<file path="src/logic/gad_pkg.sv">
// Purpose: shared constants for the auxiliary command decoder
// Assumes: Avalon-MM slave with byte addresses, 32-bit data
// Notes: codes listed by flag or pulse index, see the arrays below
package gad_pkg;

    // ------------------------------------------------------------
    // register map
    // ------------------------------------------------------------
    localparam logic [3:0] OFS_AUX_CMD = 4'h0;
    localparam logic [3:0] OFS_STATUS = 4'h4;
    localparam logic [31:0] READ_ZERO = 32'h0;
    localparam int ST_RFD_HOLD = 16;
    localparam int ST_DAC_HOLD = 17;
    localparam int ST_TRIG_PIN = 18;

    // ------------------------------------------------------------
    // static feature flags
    // ------------------------------------------------------------
    localparam int NUM_FLAGS = 16;
    localparam int FL_SWRST = 0;
    localparam int FL_HDFA = 1;
    localparam int FL_HDFE = 2;
    localparam int FL_FGET = 3;
    localparam int FL_RTL = 4;
    localparam int FL_LON = 5;
    localparam int FL_TON = 6;
    localparam int FL_RPP = 7;
    localparam int FL_SIC = 8;
    localparam int FL_SRE = 9;
    localparam int FL_DAI = 10;
    localparam int FL_STDL = 11;
    localparam int FL_SHDW = 12;
    localparam int FL_VSTDL = 13;
    localparam int FL_SERVICE_REQUEST_SECOND = 14;
    localparam int FL_IST = 15;
    // software reset comes up set, every other feature clear
    localparam logic [NUM_FLAGS-1:0] FLAGS_RESET = 16'h0001;
    localparam logic [7:0] SET_BIT_MASK = 8'h80;
    localparam logic [7:0] RSVD_BIT_MASK = 8'h60;
    // clear code per flag; the set code adds SET_BIT_MASK
    localparam logic [7:0] FLAG_CLR_CODE [NUM_FLAGS] = '{
        8'h00, 8'h03, 8'h04, 8'h06, 8'h07, 8'h09, 8'h0a, 8'h0e,
        8'h0f, 8'h10, 8'h13, 8'h15, 8'h16, 8'h17, 8'h18, 8'h1d
    };

    // ------------------------------------------------------------
    // pulsed commands
    // ------------------------------------------------------------
    localparam int NUM_PULSES = 20;
    localparam int P_NONVALID = 0;
    localparam int P_VALID = 1;
    localparam int P_RHDF = 2;
    localparam int P_NBAF = 3;
    localparam int P_FEOI = 4;
    localparam int P_GTS = 5;
    localparam int P_TCA = 6;
    localparam int P_TCS = 7;
    localparam int P_RQC = 8;
    localparam int P_RLC = 9;
    localparam int P_PTS = 10;
    localparam int P_SWITCH_COMPAT = 11;
    localparam int P_REQF = 12;
    localparam int P_REQT = 13;
    localparam int P_CHRST = 14;
    localparam int P_PI_MASK3 = 15;
    localparam int P_PI_BUSCTL = 16;
    localparam int P_CLRPI = 17;
    localparam int P_PI_EOS = 18;
    localparam int P_PI_ACC = 19;
    localparam logic [7:0] PULSE_CODE [NUM_PULSES] = '{
        8'h01, 8'h81, 8'h02, 8'h05, 8'h08, 8'h0b, 8'h0c, 8'h0d,
        8'h11, 8'h12, 8'h14, 8'h99, 8'h1a, 8'h9a, 8'h1c, 8'h1e,
        8'h1f, 8'h9c, 8'h9e, 8'h9f
    };

    // ------------------------------------------------------------
    // timing
    // ------------------------------------------------------------
    localparam int GAP_CYCLES = 4;
    localparam logic [2:0] GAP_LOAD = 3'(GAP_CYCLES - 2);
    localparam int TRIG_MIN_CYCLES = 5;
    localparam int TRIG_CNT_W = 3;
    localparam logic [TRIG_CNT_W-1:0] TRIG_LOAD =
        TRIG_CNT_W'(TRIG_MIN_CYCLES - 1);

endpackage

</file>
<file path="src/logic/gad_trig_if.sv">
// Purpose: carrier between decoder and trigger pin stretcher
// Assumes: single clock domain
// Notes: level is the held trigger flag, clr a one-cycle pulse
interface gad_trig_if;
    logic level;
    logic clr;
    logic pin;
    modport ctrl (output level, output clr, input pin);
    modport stretch (input level, input clr, output pin);
endinterface

</file>
<file path="src/logic/gad_aux_cmd_decoder.sv">
// Purpose: auxiliary command port, decodes pulsed and static commands
// Assumes: Avalon-MM master, status inputs from same-clock logic
// Notes: write-only command byte at one word, flags readable at next
//
// The implementer's own choices: the Avalon-MM register port and the placing of the registers.
module gad_aux_cmd_decoder (
    input wire logic ref_clk_in,
    input wire logic arst_n_in,
    input wire logic [3:0] avs_address_in,
    input wire logic avs_read_in,
    input wire logic avs_write_in,
    input wire logic [31:0] avs_writedata_in,
    input wire logic [3:0] avs_byteenable_in,
    output logic [31:0] avs_readdata_out,
    output logic avs_waitrequest_out,
    input wire logic byte_received_in,
    input wire logic end_condition_in,
    input wire logic dac_holdoff_req_in,
    input wire logic address_pass_through_in,
    output logic [gad_pkg::NUM_FLAGS-1:0] feature_flags_out,
    output logic [gad_pkg::NUM_PULSES-1:0] cmd_pulse_out,
    output logic iface_idle_out,
    output logic bus_present_out,
    output logic rfd_holdoff_out,
    output logic dac_holdoff_out,
    output logic secondary_valid_out,
    output logic secondary_invalid_out,
    output logic rtl_message_out,
    output logic interrupt_disable_out,
    output logic trigger_output_pin_out
);

    // ------------------------------------------------------------
    // decode helpers
    // ------------------------------------------------------------
    // whole-byte compare keeps bits 6..5 significant, so any byte
    // with them set matches nothing and is dropped
    function automatic logic aux_hit(input logic acc,
                                     input logic [7:0] b,
                                     input logic [7:0] code);
        return acc && (b == code) &&
               ((b & gad_pkg::RSVD_BIT_MASK) == 8'h00);
    endfunction

    function automatic logic [7:0] set_code(input logic [7:0] clr);
        return clr | gad_pkg::SET_BIT_MASK;
    endfunction

    // ------------------------------------------------------------
    // state
    // ------------------------------------------------------------
    logic wait_reg;
    logic [2:0] gap_reg;
    logic [31:0] rdata_reg;
    logic [gad_pkg::NUM_FLAGS-1:0] flags_reg;
    logic [gad_pkg::NUM_PULSES-1:0] pulse_reg;
    logic present_reg;
    logic rfd_reg;
    logic dac_reg;
    logic sec_valid_reg;
    logic sec_invalid_reg;
    logic rtl_msg_reg;
    logic fget_clr_reg;

    logic wr_acc;
    logic aux_acc;
    logic [7:0] cmd;
    logic chip_rst;
    logic swrst_cmd;
    logic rel_dac;
    logic rel_rfd;
    logic [31:0] read_mux;
    logic [31:0] status_word;

    gad_trig_if trig ();

    assign wr_acc = avs_write_in & ~wait_reg;
    assign aux_acc = wr_acc & (avs_address_in == gad_pkg::OFS_AUX_CMD) &
                     avs_byteenable_in[0];
    assign cmd = avs_writedata_in[7:0];
    assign chip_rst = aux_hit(aux_acc, cmd,
                              gad_pkg::PULSE_CODE[gad_pkg::P_CHRST]);
    assign swrst_cmd = aux_hit(aux_acc, cmd,
        set_code(gad_pkg::FLAG_CLR_CODE[gad_pkg::FL_SWRST]));
    assign rel_dac =
        aux_hit(aux_acc, cmd, gad_pkg::PULSE_CODE[gad_pkg::P_NONVALID]) |
        aux_hit(aux_acc, cmd, gad_pkg::PULSE_CODE[gad_pkg::P_VALID]);
    assign rel_rfd =
        aux_hit(aux_acc, cmd, gad_pkg::PULSE_CODE[gad_pkg::P_RHDF]);

    // ------------------------------------------------------------
    // bus slave
    // ------------------------------------------------------------
    // waitrequest rests high and drops for exactly one cycle per
    // request; writes are held off until the spacing gap has run out
    always_ff @(posedge ref_clk_in or negedge arst_n_in)
    begin
        if (!arst_n_in)
            wait_reg <= 1'b1;
        else if (!wait_reg)
            wait_reg <= 1'b1;
        else if (avs_read_in || (avs_write_in && gap_reg == 3'h0))
            wait_reg <= 1'b0;
    end

    always_ff @(posedge ref_clk_in or negedge arst_n_in)
    begin
        if (!arst_n_in)
            gap_reg <= 3'h0;
        else if (wr_acc)
            gap_reg <= gad_pkg::GAP_LOAD;
        else if (gap_reg != 3'h0)
            gap_reg <= gap_reg - 3'h1;
    end

    assign status_word = {13'h0000, trig.pin, dac_reg, rfd_reg, flags_reg};

    always_comb
    begin
        read_mux = gad_pkg::READ_ZERO;
        if (avs_address_in == gad_pkg::OFS_STATUS)
            read_mux = status_word;
    end

    always_ff @(posedge ref_clk_in or negedge arst_n_in)
    begin
        if (!arst_n_in)
            rdata_reg <= gad_pkg::READ_ZERO;
        else if (wait_reg && avs_read_in)
            rdata_reg <= read_mux;
    end

    // ------------------------------------------------------------
    // static feature flags
    // ------------------------------------------------------------
    // chip reset reloads the reset pattern: software reset set, the
    // holdoff, trigger and return-to-local features all cleared
    for (genvar i = 0; i < gad_pkg::NUM_FLAGS; i++)
    begin : g_flag
        localparam logic [7:0] CLR_C = gad_pkg::FLAG_CLR_CODE[i];
        always_ff @(posedge ref_clk_in or negedge arst_n_in)
        begin
            if (!arst_n_in)
                flags_reg[i] <= gad_pkg::FLAGS_RESET[i];
            else if (chip_rst)
                flags_reg[i] <= gad_pkg::FLAGS_RESET[i];
            else if (aux_hit(aux_acc, cmd, set_code(CLR_C)))
                flags_reg[i] <= 1'b1;
            else if (aux_hit(aux_acc, cmd, CLR_C))
                flags_reg[i] <= 1'b0;
            else if ((i == gad_pkg::FL_LON || i == gad_pkg::FL_TON) &&
                     swrst_cmd)
                flags_reg[i] <= 1'b0;
        end
    end

    // ------------------------------------------------------------
    // pulsed commands
    // ------------------------------------------------------------
    // one-hot for the cycle after the accepting edge; reserved
    // codes match no entry and leave everything alone
    for (genvar j = 0; j < gad_pkg::NUM_PULSES; j++)
    begin : g_pulse
        always_ff @(posedge ref_clk_in or negedge arst_n_in)
        begin
            if (!arst_n_in)
                pulse_reg[j] <= 1'b0;
            else
                pulse_reg[j] <= aux_hit(aux_acc, cmd,
                    gad_pkg::PULSE_CODE[j]);
        end
    end

    // ------------------------------------------------------------
    // presence and holdoffs
    // ------------------------------------------------------------
    always_ff @(posedge ref_clk_in or negedge arst_n_in)
    begin
        if (!arst_n_in)
            present_reg <= 1'b0;
        else
            present_reg <= ~flags_reg[gad_pkg::FL_SWRST];
    end

    // set wins over the release so a byte landing with the release
    // command is still held off
    always_ff @(posedge ref_clk_in or negedge arst_n_in)
    begin
        if (!arst_n_in)
            rfd_reg <= 1'b0;
        else if (byte_received_in && !flags_reg[gad_pkg::FL_SWRST] &&
                 (flags_reg[gad_pkg::FL_HDFA] ||
                  (flags_reg[gad_pkg::FL_HDFE] && end_condition_in)))
            rfd_reg <= 1'b1;
        else if (rel_rfd || flags_reg[gad_pkg::FL_SWRST])
            rfd_reg <= 1'b0;
    end

    always_ff @(posedge ref_clk_in or negedge arst_n_in)
    begin
        if (!arst_n_in)
            dac_reg <= 1'b0;
        else if (dac_holdoff_req_in && !flags_reg[gad_pkg::FL_SWRST])
            dac_reg <= 1'b1;
        else if (rel_dac || flags_reg[gad_pkg::FL_SWRST])
            dac_reg <= 1'b0;
    end

    always_ff @(posedge ref_clk_in or negedge arst_n_in)
    begin
        if (!arst_n_in)
        begin
            sec_valid_reg <= 1'b0;
            sec_invalid_reg <= 1'b0;
        end
        else
        begin
            sec_valid_reg <= address_pass_through_in && aux_hit(aux_acc,
                cmd, gad_pkg::PULSE_CODE[gad_pkg::P_VALID]);
            sec_invalid_reg <= address_pass_through_in && aux_hit(aux_acc,
                cmd, gad_pkg::PULSE_CODE[gad_pkg::P_NONVALID]);
        end
    end

    // ------------------------------------------------------------
    // return-to-local message and trigger
    // ------------------------------------------------------------
    // clearing return-to-local still shows the message for one cycle
    always_ff @(posedge ref_clk_in or negedge arst_n_in)
    begin
        if (!arst_n_in)
            rtl_msg_reg <= 1'b0;
        else if (chip_rst)
            rtl_msg_reg <= 1'b0;
        else if (aux_hit(aux_acc, cmd,
                         gad_pkg::FLAG_CLR_CODE[gad_pkg::FL_RTL]))
            rtl_msg_reg <= 1'b1;
        else if (aux_hit(aux_acc, cmd,
                 set_code(gad_pkg::FLAG_CLR_CODE[gad_pkg::FL_RTL])))
            rtl_msg_reg <= 1'b1;
        else
            rtl_msg_reg <= flags_reg[gad_pkg::FL_RTL];
    end

    always_ff @(posedge ref_clk_in or negedge arst_n_in)
    begin
        if (!arst_n_in)
            fget_clr_reg <= 1'b0;
        else
            fget_clr_reg <= aux_hit(aux_acc, cmd,
                gad_pkg::FLAG_CLR_CODE[gad_pkg::FL_FGET]);
    end

    assign trig.level = flags_reg[gad_pkg::FL_FGET];
    assign trig.clr = fget_clr_reg;

    gad_trig_stretch u_trig (
        .ref_clk_in(ref_clk_in),
        .arst_n_in(arst_n_in),
        .trig(trig)
    );

    // ------------------------------------------------------------
    // outputs
    // ------------------------------------------------------------
    assign avs_readdata_out = rdata_reg;
    assign avs_waitrequest_out = wait_reg;
    assign feature_flags_out = flags_reg;
    assign cmd_pulse_out = pulse_reg;
    assign iface_idle_out = flags_reg[gad_pkg::FL_SWRST];
    assign bus_present_out = present_reg;
    assign rfd_holdoff_out = rfd_reg;
    assign dac_holdoff_out = dac_reg;
    assign secondary_valid_out = sec_valid_reg;
    assign secondary_invalid_out = sec_invalid_reg;
    assign rtl_message_out = rtl_msg_reg;
    assign interrupt_disable_out = flags_reg[gad_pkg::FL_DAI];
    assign trigger_output_pin_out = trig.pin;

    // ------------------------------------------------------------
    // checks
    // ------------------------------------------------------------
    pulse_one_a: assert property (
        @(posedge ref_clk_in) disable iff (!arst_n_in)
        (pulse_reg != '0) |=> (pulse_reg == '0))
        else $error("command pulse lasted more than one cycle");

    flag_hold_a: assert property (
        @(posedge ref_clk_in) disable iff (!arst_n_in)
        !aux_acc |=> $stable(flags_reg))
        else $error("feature flag changed without a command");

    gap_space_a: assert property (
        @(posedge ref_clk_in) disable iff (!arst_n_in)
        wr_acc |=> !wr_acc [*3])
        else $error("writes accepted closer than four cycles");

    swrst_set_a: assert property (
        @(posedge ref_clk_in) disable iff (!arst_n_in)
        (chip_rst || swrst_cmd) |=> flags_reg[gad_pkg::FL_SWRST]
            ##1 !bus_present_out)
        else $error("software reset not set by command");

    present_a: assert property (
        @(posedge ref_clk_in) disable iff (!arst_n_in)
        bus_present_out != $past(flags_reg[gad_pkg::FL_SWRST]))
        else $error("presence does not follow software reset");

    dac_rel_a: assert property (
        @(posedge ref_clk_in) disable iff (!arst_n_in)
        (rel_dac && !dac_holdoff_req_in) |=> !dac_holdoff_out)
        else $error("command holdoff not released");

    sec_valid_a: assert property (
        @(posedge ref_clk_in) disable iff (!arst_n_in)
        (address_pass_through_in && aux_hit(aux_acc, cmd,
            gad_pkg::PULSE_CODE[gad_pkg::P_VALID]))
        |=> secondary_valid_out && !secondary_invalid_out
            ##1 !secondary_valid_out)
        else $error("valid secondary mark missing or too long");

    rfd_hold_a: assert property (
        @(posedge ref_clk_in) disable iff (!arst_n_in)
        (byte_received_in && flags_reg[gad_pkg::FL_HDFA] &&
         !flags_reg[gad_pkg::FL_SWRST]) |=> rfd_holdoff_out)
        else $error("ready holdoff not taken after data byte");

    chrst_clear_a: assert property (
        @(posedge ref_clk_in) disable iff (!arst_n_in)
        chip_rst |=> !flags_reg[gad_pkg::FL_HDFA] &&
            !flags_reg[gad_pkg::FL_HDFE] && !rtl_message_out)
        else $error("chip reset left holdoff flags set");

    reserved_a: assert property (
        @(posedge ref_clk_in) disable iff (!arst_n_in)
        (aux_acc && (cmd & gad_pkg::RSVD_BIT_MASK) != 8'h00)
        |=> $stable(flags_reg) && (pulse_reg == '0))
        else $error("reserved code had an effect");

    read_ans_a: assert property (
        @(posedge ref_clk_in) disable iff (!arst_n_in)
        (avs_read_in && avs_waitrequest_out) |=> !avs_waitrequest_out)
        else $error("read not answered in one cycle");

endmodule

</file>
<file path="src/logic/gad_trig_stretch.sv">
// Purpose: drive the trigger pin from the held flag and clear pulse
// Assumes: clr lasts one cycle, level already dropped when clr comes
// Notes: pin comes straight from a flip-flop
module gad_trig_stretch (
    input wire logic ref_clk_in,
    input wire logic arst_n_in,
    gad_trig_if.stretch trig
);

    logic [gad_pkg::TRIG_CNT_W-1:0] cnt_reg;

    // ------------------------------------------------------------
    // minimum pulse counter
    // ------------------------------------------------------------
    always_ff @(posedge ref_clk_in or negedge arst_n_in)
    begin
        if (!arst_n_in)
            cnt_reg <= '0;
        else if (trig.clr)
            cnt_reg <= gad_pkg::TRIG_LOAD;
        else if (cnt_reg != '0)
            cnt_reg <= cnt_reg - 1'b1;
    end

    always_ff @(posedge ref_clk_in or negedge arst_n_in)
    begin
        if (!arst_n_in)
            trig.pin <= 1'b0;
        else
            trig.pin <= trig.level | trig.clr | (cnt_reg != '0);
    end

    trig_pulse_a: assert property (
        @(posedge ref_clk_in) disable iff (!arst_n_in)
        trig.clr |=> trig.pin [*5])
        else $error("trigger pin pulse shorter than five cycles");

endmodule

</file>
<file path="config.mk">
export PLATFORM = sky130hd
export DESIGN_NAME = gad_aux_cmd_decoder
export DESIGN_NICKNAME = d
export VERILOG_FILES = /design/src/logic/gad_pkg.sv /design/src/logic/gad_trig_if.sv /design/src/logic/gad_aux_cmd_decoder.sv /design/src/logic/gad_trig_stretch.sv
export SDC_FILE = /design/constraint.sdc
export NUM_CORES = 1
export LEC_CHECK = 0
export BUFFER_PORTS_ARGS = -buffer_cell sky130_fd_sc_hd__buf_2
export CORE_AREA = 2 2 88 90
export DETAILED_ROUTE_END_ITERATION = 8
export DIE_AREA = 0 0 90 92
export GPL_TIMING_DRIVEN = 0
export PLACE_DENSITY = 0.7
export SLEW_MARGIN = 25
export SYNTH_ARGS = -nofsm -noshare
export SYNTH_HDL_FRONTEND = slang
export SYNTH_SLANG_ARGS = --single-unit
</file>
<file path="constraint.sdc">
create_clock -name ref_clk_in -period 2.72 [get_ports ref_clk_in]
set_input_delay 0.544 -clock ref_clk_in [delete_from_list [all_inputs] [get_ports ref_clk_in]]
set_output_delay 0.544 -clock ref_clk_in [all_outputs]
set_load 0.1 [all_outputs]
</file>
==> results of run 1 <==
==> worst max-delay path: cells and delay by family (launching register included) <==
kind                   cells  cell delay (ps)
buffers and inverters      2              530
DFF                        1              610
==> through the flow <==
step	hold slack, ps	worst slack (ps)	utilization (%)	total power [mW]
6_report	76.4	684	52.1	2.63
5_1_grt	84.6	637	52.1	2.76
2_1_floorplan	248	758	-	1.58
4_1_cts	77.7	673	52.1	2.65
3_3_place_gp	455	539	48.7	1.68
3_5_place_dp	462	518	49.1	1.71
==> kinds of logic (layout without fill, tap and decap cells) <==
family / after synthesis / after routing
fa+ha+maj: 4 / 4
buf+inv: 41 / 141
flops: 70 / 70
other cells: 1 / 13
simple gates: 97 / 97
compound gates: 60 / 60
mux: 2 / 2
xor+xnor: 2 / 2
==> worst max path at each step <==
stage | startpoint | end | slack [ps] | depth (start not counted)
global route | iface_idle_out | feature_flags_out[0] | 640 | 2
floorplan | avs_waitrequest_out | feature_flags_out[11] | 760 | 6
finish | iface_idle_out | feature_flags_out[0] | 680 | 2
global placement | avs_writedata_in[0] | interrupt_disable_out | 540 | 7
CTS | iface_idle_out | feature_flags_out[0] | 670 | 2
detailed placement | avs_address_in[3] | avs_readdata_out[12] | 520 | 5
==> per-layer routing <==
layer	global-route usage, %	up-vias	wire length, microns
met5	0	-	0
met4	7.44	0	170
met3	5.34	17	448
met2	30.4	82	3480
met1	24.7	1163	3180
li1	-	1160	-
==> power groups by stage <==
stage / sequential (mW) / clock [mW] / combinational, mW
floorplan: 1.27 / 0 / 0.317
finish: 1.14 / 0.946 / 0.540
global route: 1.15 / 1.01 / 0.606
detailed placement: 1.16 / 0 / 0.544
global placement: 1.16 / 0 / 0.518
CTS: 1.14 / 0.961 / 0.545
==> cell usage in the layout (no fill, tap or decap), drive strengths merged, types with 3 or more instances in the layout <==
| master | count |
|---|---|
| a22o | 19 |
| nor2b | 6 |
| clkbuf | 16 |
| conb | 13 |
| a21oi | 16 |
| or3 | 6 |
| nor3 | 8 |
| buf | 110 |
| nor2 | 28 |
| nand4 | 6 |
| o21ai | 12 |
| o31ai | 3 |
| dfrtp | 68 |
| ha | 4 |
| inv | 12 |
| and2 | 3 |
| nand3 | 9 |
| nand2 | 19 |
==> area by class of cell <==
type                            count  area, sq um
Clock buffer                       12          155
Inverter                           12         45.0
Sequential cell                    70         1750
Buffer                             29          183
Clock inverter                      3         67.6
Fill cell                         708         3570
Timing Repair Buffer               85          450
Multi-Input combinational cell    178         1100
Tap cell                          102          128
==> results.sh, run 1 <==
export IMPL_drtPass1Iterations=4
export IMPL_routedWlPerCell_microns=14.8
export IMPL_overflow=0
export IMPL_timing_final_crit_period_ps=2040
export IMPL_synth_seq_area_share_pct=57.8
export IMPL_yosysWarnings=0
export IMPL_maxSlewHeadroom_pct=58.3
export IMPL_syn_cell_area_sq_um=3040
export IMPL_synth_most_common_cell="dfrtp_1"
export IMPL_detailedPlacementHpwl_microns=5350
export IMPL_power_internal_mw=1.82
export IMPL_path_clk_slew_ps=70
export IMPL_cts_buffers_inserted=9
export IMPL_synth_cell_types=47
export IMPL_slowest_stage="dfstp_2"
export IMPL_p_clk_share_pct=36.0
export IMPL_combPwrFrac_pct=20.6
export IMPL_synth_seq_cells=70
export IMPL_numClockSinks=70
export IMPL_grt_usage_pct=19.0
export IMPL_finalNonFillerCells=491
export IMPL_die_y_microns=92
export IMPL_worstPathCellList="buf_4, buf_2"
export IMPL_hold_path_class="input port to asynchronous set/reset pin"
export IMPL_synth_top_family_by_area="simple AND/OR/NAND/NOR gates"
export IMPL_powerDensity_nw_per_um2=677
export IMPL_cp_required_ps=2180
export IMPL_core_area_sq_um=7450
export IMPL_grt_pass1_wl_microns=12200
export IMPL_grt_pass1_vias=2445
export IMPL_fin_skew_ps=7.64
export IMPL_pwr_share_seq_pct=43.5
export IMPL_path_class="flop to output pin"
export IMPL_die_w_microns=90
export IMPL_clock_latency_ps=350
export IMPL_cp_start_kind="flop"
export IMPL_post_route_period_util_pct=74.9
export IMPL_clock_path_buffers=2
export IMPL_cts_resized=0
export IMPL_synth_top_cell_by_area="dfrtp_1"
export IMPL_drive_above_1_share_pct=35.0
export IMPL_status="completed"
export IMPL_root_buffer="clkbuf_8"
export IMPL_synth_compound_area_share_pct=13.6
export IMPL_netlist_area_leader_share_pct=56.1
export IMPL_first_iter_violations=99
export IMPL_vias_per_cell=4.93
export IMPL_syn_avg_cell_area_sq_um=11.0
export IMPL_rows=32
export IMPL_slowest_delay_ps=610
export IMPL_wirelength_microns=7270
export IMPL_r2r_start="avs_waitrequest_out"
export IMPL_synth_simple_area_share_pct=18.1
export IMPL_cp_max_fo=7
export IMPL_irDropWorstVdd_v=0.000402
export IMPL_grt_max_degree=50
export IMPL_reg2reg_to="feature_flags_out[11]"
export IMPL_portBuffers=84
export IMPL_worst_r2r_setup_slack_ps=780
export IMPL_initial_utilization_pct=40.8
export IMPL_nets=437
export IMPL_fin_setup_tns_ps=0
export IMPL_leakage_nw=2.04
export IMPL_postCtsHoldBufs=0
export IMPL_vias=2422
export IMPL_cts_setup_buffers=0
export IMPL_cts_tree="done"
export IMPL_asyncSetResetFlopFracSynth_pct=100
export IMPL_switching_share_pct=30.7
export IMPL_maxCapViolCount=0
export IMPL_synth_fa_ha_area_share_pct=1.65
export IMPL_hold_viol=0
export IMPL_ant_nets=0
export IMPL_reg2reg_depth=6
export IMPL_syn_to_final_growth_pct=27.9
export IMPL_dpl_cell_count=476
export IMPL_timing_fmax_ghz=0.491
export IMPL_tightest_slew_ps=623
export IMPL_synth_common_cells="68 x dfrtp_1, 28 x nor2_1, 19 x a22o_1, 19 x nand2_1, 17 x buf_4"
export IMPL_stdcell_area_sq_um=3880
export IMPL_dpl_instance_area_sq_um=3660
export IMPL_synthMuxAreaShare_pct=0.660
export IMPL_grt_setup_unrepaired="false"
export IMPL_drv_slew=0
export IMPL_antenna_found_initial=0
export IMPL_gp_congestion=0.916
export IMPL_critPathCaptureType="output pin"
export IMPL_diodes=0
export IMPL_synth_flop_cell="dfrtp_1"
export IMPL_synthCells=277
export IMPL_ios=126
export IMPL_largest_reg_flops=20
export IMPL_synth_edf_count=0
export IMPL_htree_levels=3
export IMPL_setup_violations=0
export IMPL_remaining_drc_errors=0
export IMPL_fp_dieArea_sq_um=8280
export IMPL_worst_ep_arrival_time_ps=1490
export IMPL_netlist_top_cells_area="dfrtp_1 56%, a22o_1 5.5%, buf_4 4.2%"
export IMPL_p_switching_uw=807
export IMPL_synth_xor_area_share_pct=0.577
(Power assumes the default switching activity.)
==> inputs of run 2 (changes only) <==
- clock period: 2.72 -> 2 ns (I/O delays scaled with it)
==> results.sh, run 2 (synthesized netlist as in run 1, its figures left out) <==
export IMPL_status="completed"
export IMPL_drv_slew=0
export IMPL_path_clk_slew_ps=70
export IMPL_root_buffer="clkbuf_8"
export IMPL_critPathCaptureType="output pin"
export IMPL_remaining_drc_errors=0
export IMPL_reg2reg_depth=4
export IMPL_routedWlPerCell_microns=14.8
export IMPL_tightest_slew_ps=602
export IMPL_core_area_sq_um=7450
export IMPL_largest_reg_flops=20
export IMPL_grt_max_degree=50
export IMPL_fin_setup_tns_ps=0
export IMPL_startpoint="iface_idle_out"
export IMPL_post_route_period_util_pct=94.4
export IMPL_cts_tree="done"
export IMPL_min_path_cells=3
export IMPL_grt_pass1_wl_microns=12200
export IMPL_overflow=0
export IMPL_fp_dieArea_sq_um=8280
export IMPL_initial_utilization_pct=40.8
export IMPL_first_iter_violations=113
export IMPL_numClockSinks=70
export IMPL_diodes=0
export IMPL_timing_fmax_ghz=0.530
export IMPL_setup_violations=0
export IMPL_r2r_start="avs_waitrequest_out"
export IMPL_cts_buffers_inserted=9
export IMPL_path_depth=2
export IMPL_vias_per_cell=4.91
export IMPL_drtPass1Iterations=4
export IMPL_combPwrFrac_pct=20.6
export IMPL_antenna_found_initial=0
export IMPL_irDropWorstVdd_v=0.000548
export IMPL_clock_path_buffers=2
export IMPL_ant_nets=0
export IMPL_syn_to_final_growth_pct=28.2
export IMPL_nets=438
export IMPL_power_internal_mw=2.48
export IMPL_die_w_microns=90
export IMPL_n_fill_cell=708
export IMPL_p_switching_mw=1.09
export IMPL_dpl_instance_area_sq_um=3660
export IMPL_leakage_nw=2.05
export IMPL_grt_setup_unrepaired="false"
export IMPL_grt_pass1_vias=2453
export IMPL_die_y_microns=92
export IMPL_layout_cells_most_common="buf_2"
export IMPL_gp_congestion=0.916
export IMPL_stdcell_area_sq_um=3890
export IMPL_worst_ep_arrival_time_ps=1490
export IMPL_ios=126
export IMPL_detailedPlacementHpwl_microns=5350
export IMPL_final_cell_mix="91 x buf_2, 68 x dfrtp_1, 28 x nor2_1"
export IMPL_worstPathCellList="buf_4, buf_2"
export IMPL_path_class="flop to output pin"
export IMPL_crit_family="flip-flops"
export IMPL_cp_required_ps=1600
export IMPL_total_power_mw=3.57
export IMPL_slowest_delay_ps=610
export IMPL_switching_share_pct=30.6
export IMPL_fin_skew_ps=8.92
export IMPL_wirelength_microns=7270
export IMPL_hp_start="avs_read_in"
export IMPL_maxCapViolCount=0
export IMPL_p_clk_share_pct=35.9
export IMPL_crit_buf_inv=2
export IMPL_final_util_pct=52.3
export IMPL_hold_path_class="input port to flop"
export IMPL_drive_above_1_share_pct=35.1
export IMPL_rows=32
export IMPL_slowest_stage="dfstp_2"
export IMPL_grt_usage_pct=19.1
export IMPL_timing_final_crit_period_ps=1890
export IMPL_cp_start_kind="flop"
export IMPL_pwr_share_seq_pct=43.5
export IMPL_powerDensity_nw_per_um2=918
export IMPL_cp_max_fo=7
export IMPL_htree_levels=3
export IMPL_vias=2417
export IMPL_portBuffers=84
export IMPL_clock_latency_ps=350
export IMPL_hold_viol=0
export IMPL_maxSlewHeadroom_pct=59.7
## run 2: cell count changes in the layout (fill, tap and decap cells not counted)
cell           before  now
clkbuf_1            5    4
dlygate4sd3_1       0    1
clkbuf_2            0    1
## run 2: power by group through the flow
| stage | Sequential, mW | Combinational [mW] | Clock [mW] |
|---|---|---|---|
| 5_1_grt | 1.56 | 0.825 | 1.37 |
| 3_3_place_gp | 1.58 | 0.704 | 0 |
| 3_5_place_dp | 1.58 | 0.740 | 0 |
| 4_1_cts | 1.55 | 0.742 | 1.31 |
| 6_report | 1.55 | 0.736 | 1.28 |
| 2_1_floorplan | 1.72 | 0.431 | 0 |
## run 2: repair_timing
item | CTS | global route
gates resized for setup | 0 | 2
hold buffers | 1 | 0
buffers inserted | 0 | 0
setup endpoints to repair | 0 | 1
hold endpoints to repair | 20 | 0
## run 2: worst register-to-register path: stages, from the launching register on
cell,delay (ps)
dfstp_2,570
nand2_1,100
nor3_4,480
buf_2,350
a22o_1,170
## run 2: final timing paths
kind / slack (ps) / end
max: 110 / feature_flags_out[0]
min in group asynchronous: 500 / bus_present_out
max in group asynchronous: 930 / iface_idle_out
max reg2reg: 270 / avs_readdata_out[4]
min reg2reg: 480 / u_trig.cnt_reg[0]
min: 260 / avs_waitrequest_out
## run 2: layout make-up
cell class / count / area, sq um / share of cell area [%]
Timing Repair Buffer: 86 / 460 / 11.8
Sequential cell: 70 / 1750 / 45.1
Clock inverter: 3 / 67.6 / 1.74
Tap cell: 102 / 128 / 3.28
Multi-Input combinational cell: 178 / 1100 / 28.2
Clock buffer: 12 / 155 / 3.99
Buffer: 29 / 184 / 4.73
Inverter: 12 / 45.0 / 1.16
## run 2: per-stage QoR
stage	cells	hold WS (ps)	worst slack (ps)
5_1_grt	492	254	60.5
2_1_floorplan	289	104	37.6
3_5_place_dp	476	318	-57.5
3_3_place_gp	475	455	-37.3
6_report	492	259	113
4_1_cts	492	241	67.7
## run 2: layer usage
layer,up-vias,share of wire [%],global-route usage [%]
li1,1159,-,-
met1,1159,44,24.8
met2,84,48,30.5
met3,15,6.1,5.26
met4,0,2.3,7.44
met5,-,0,0
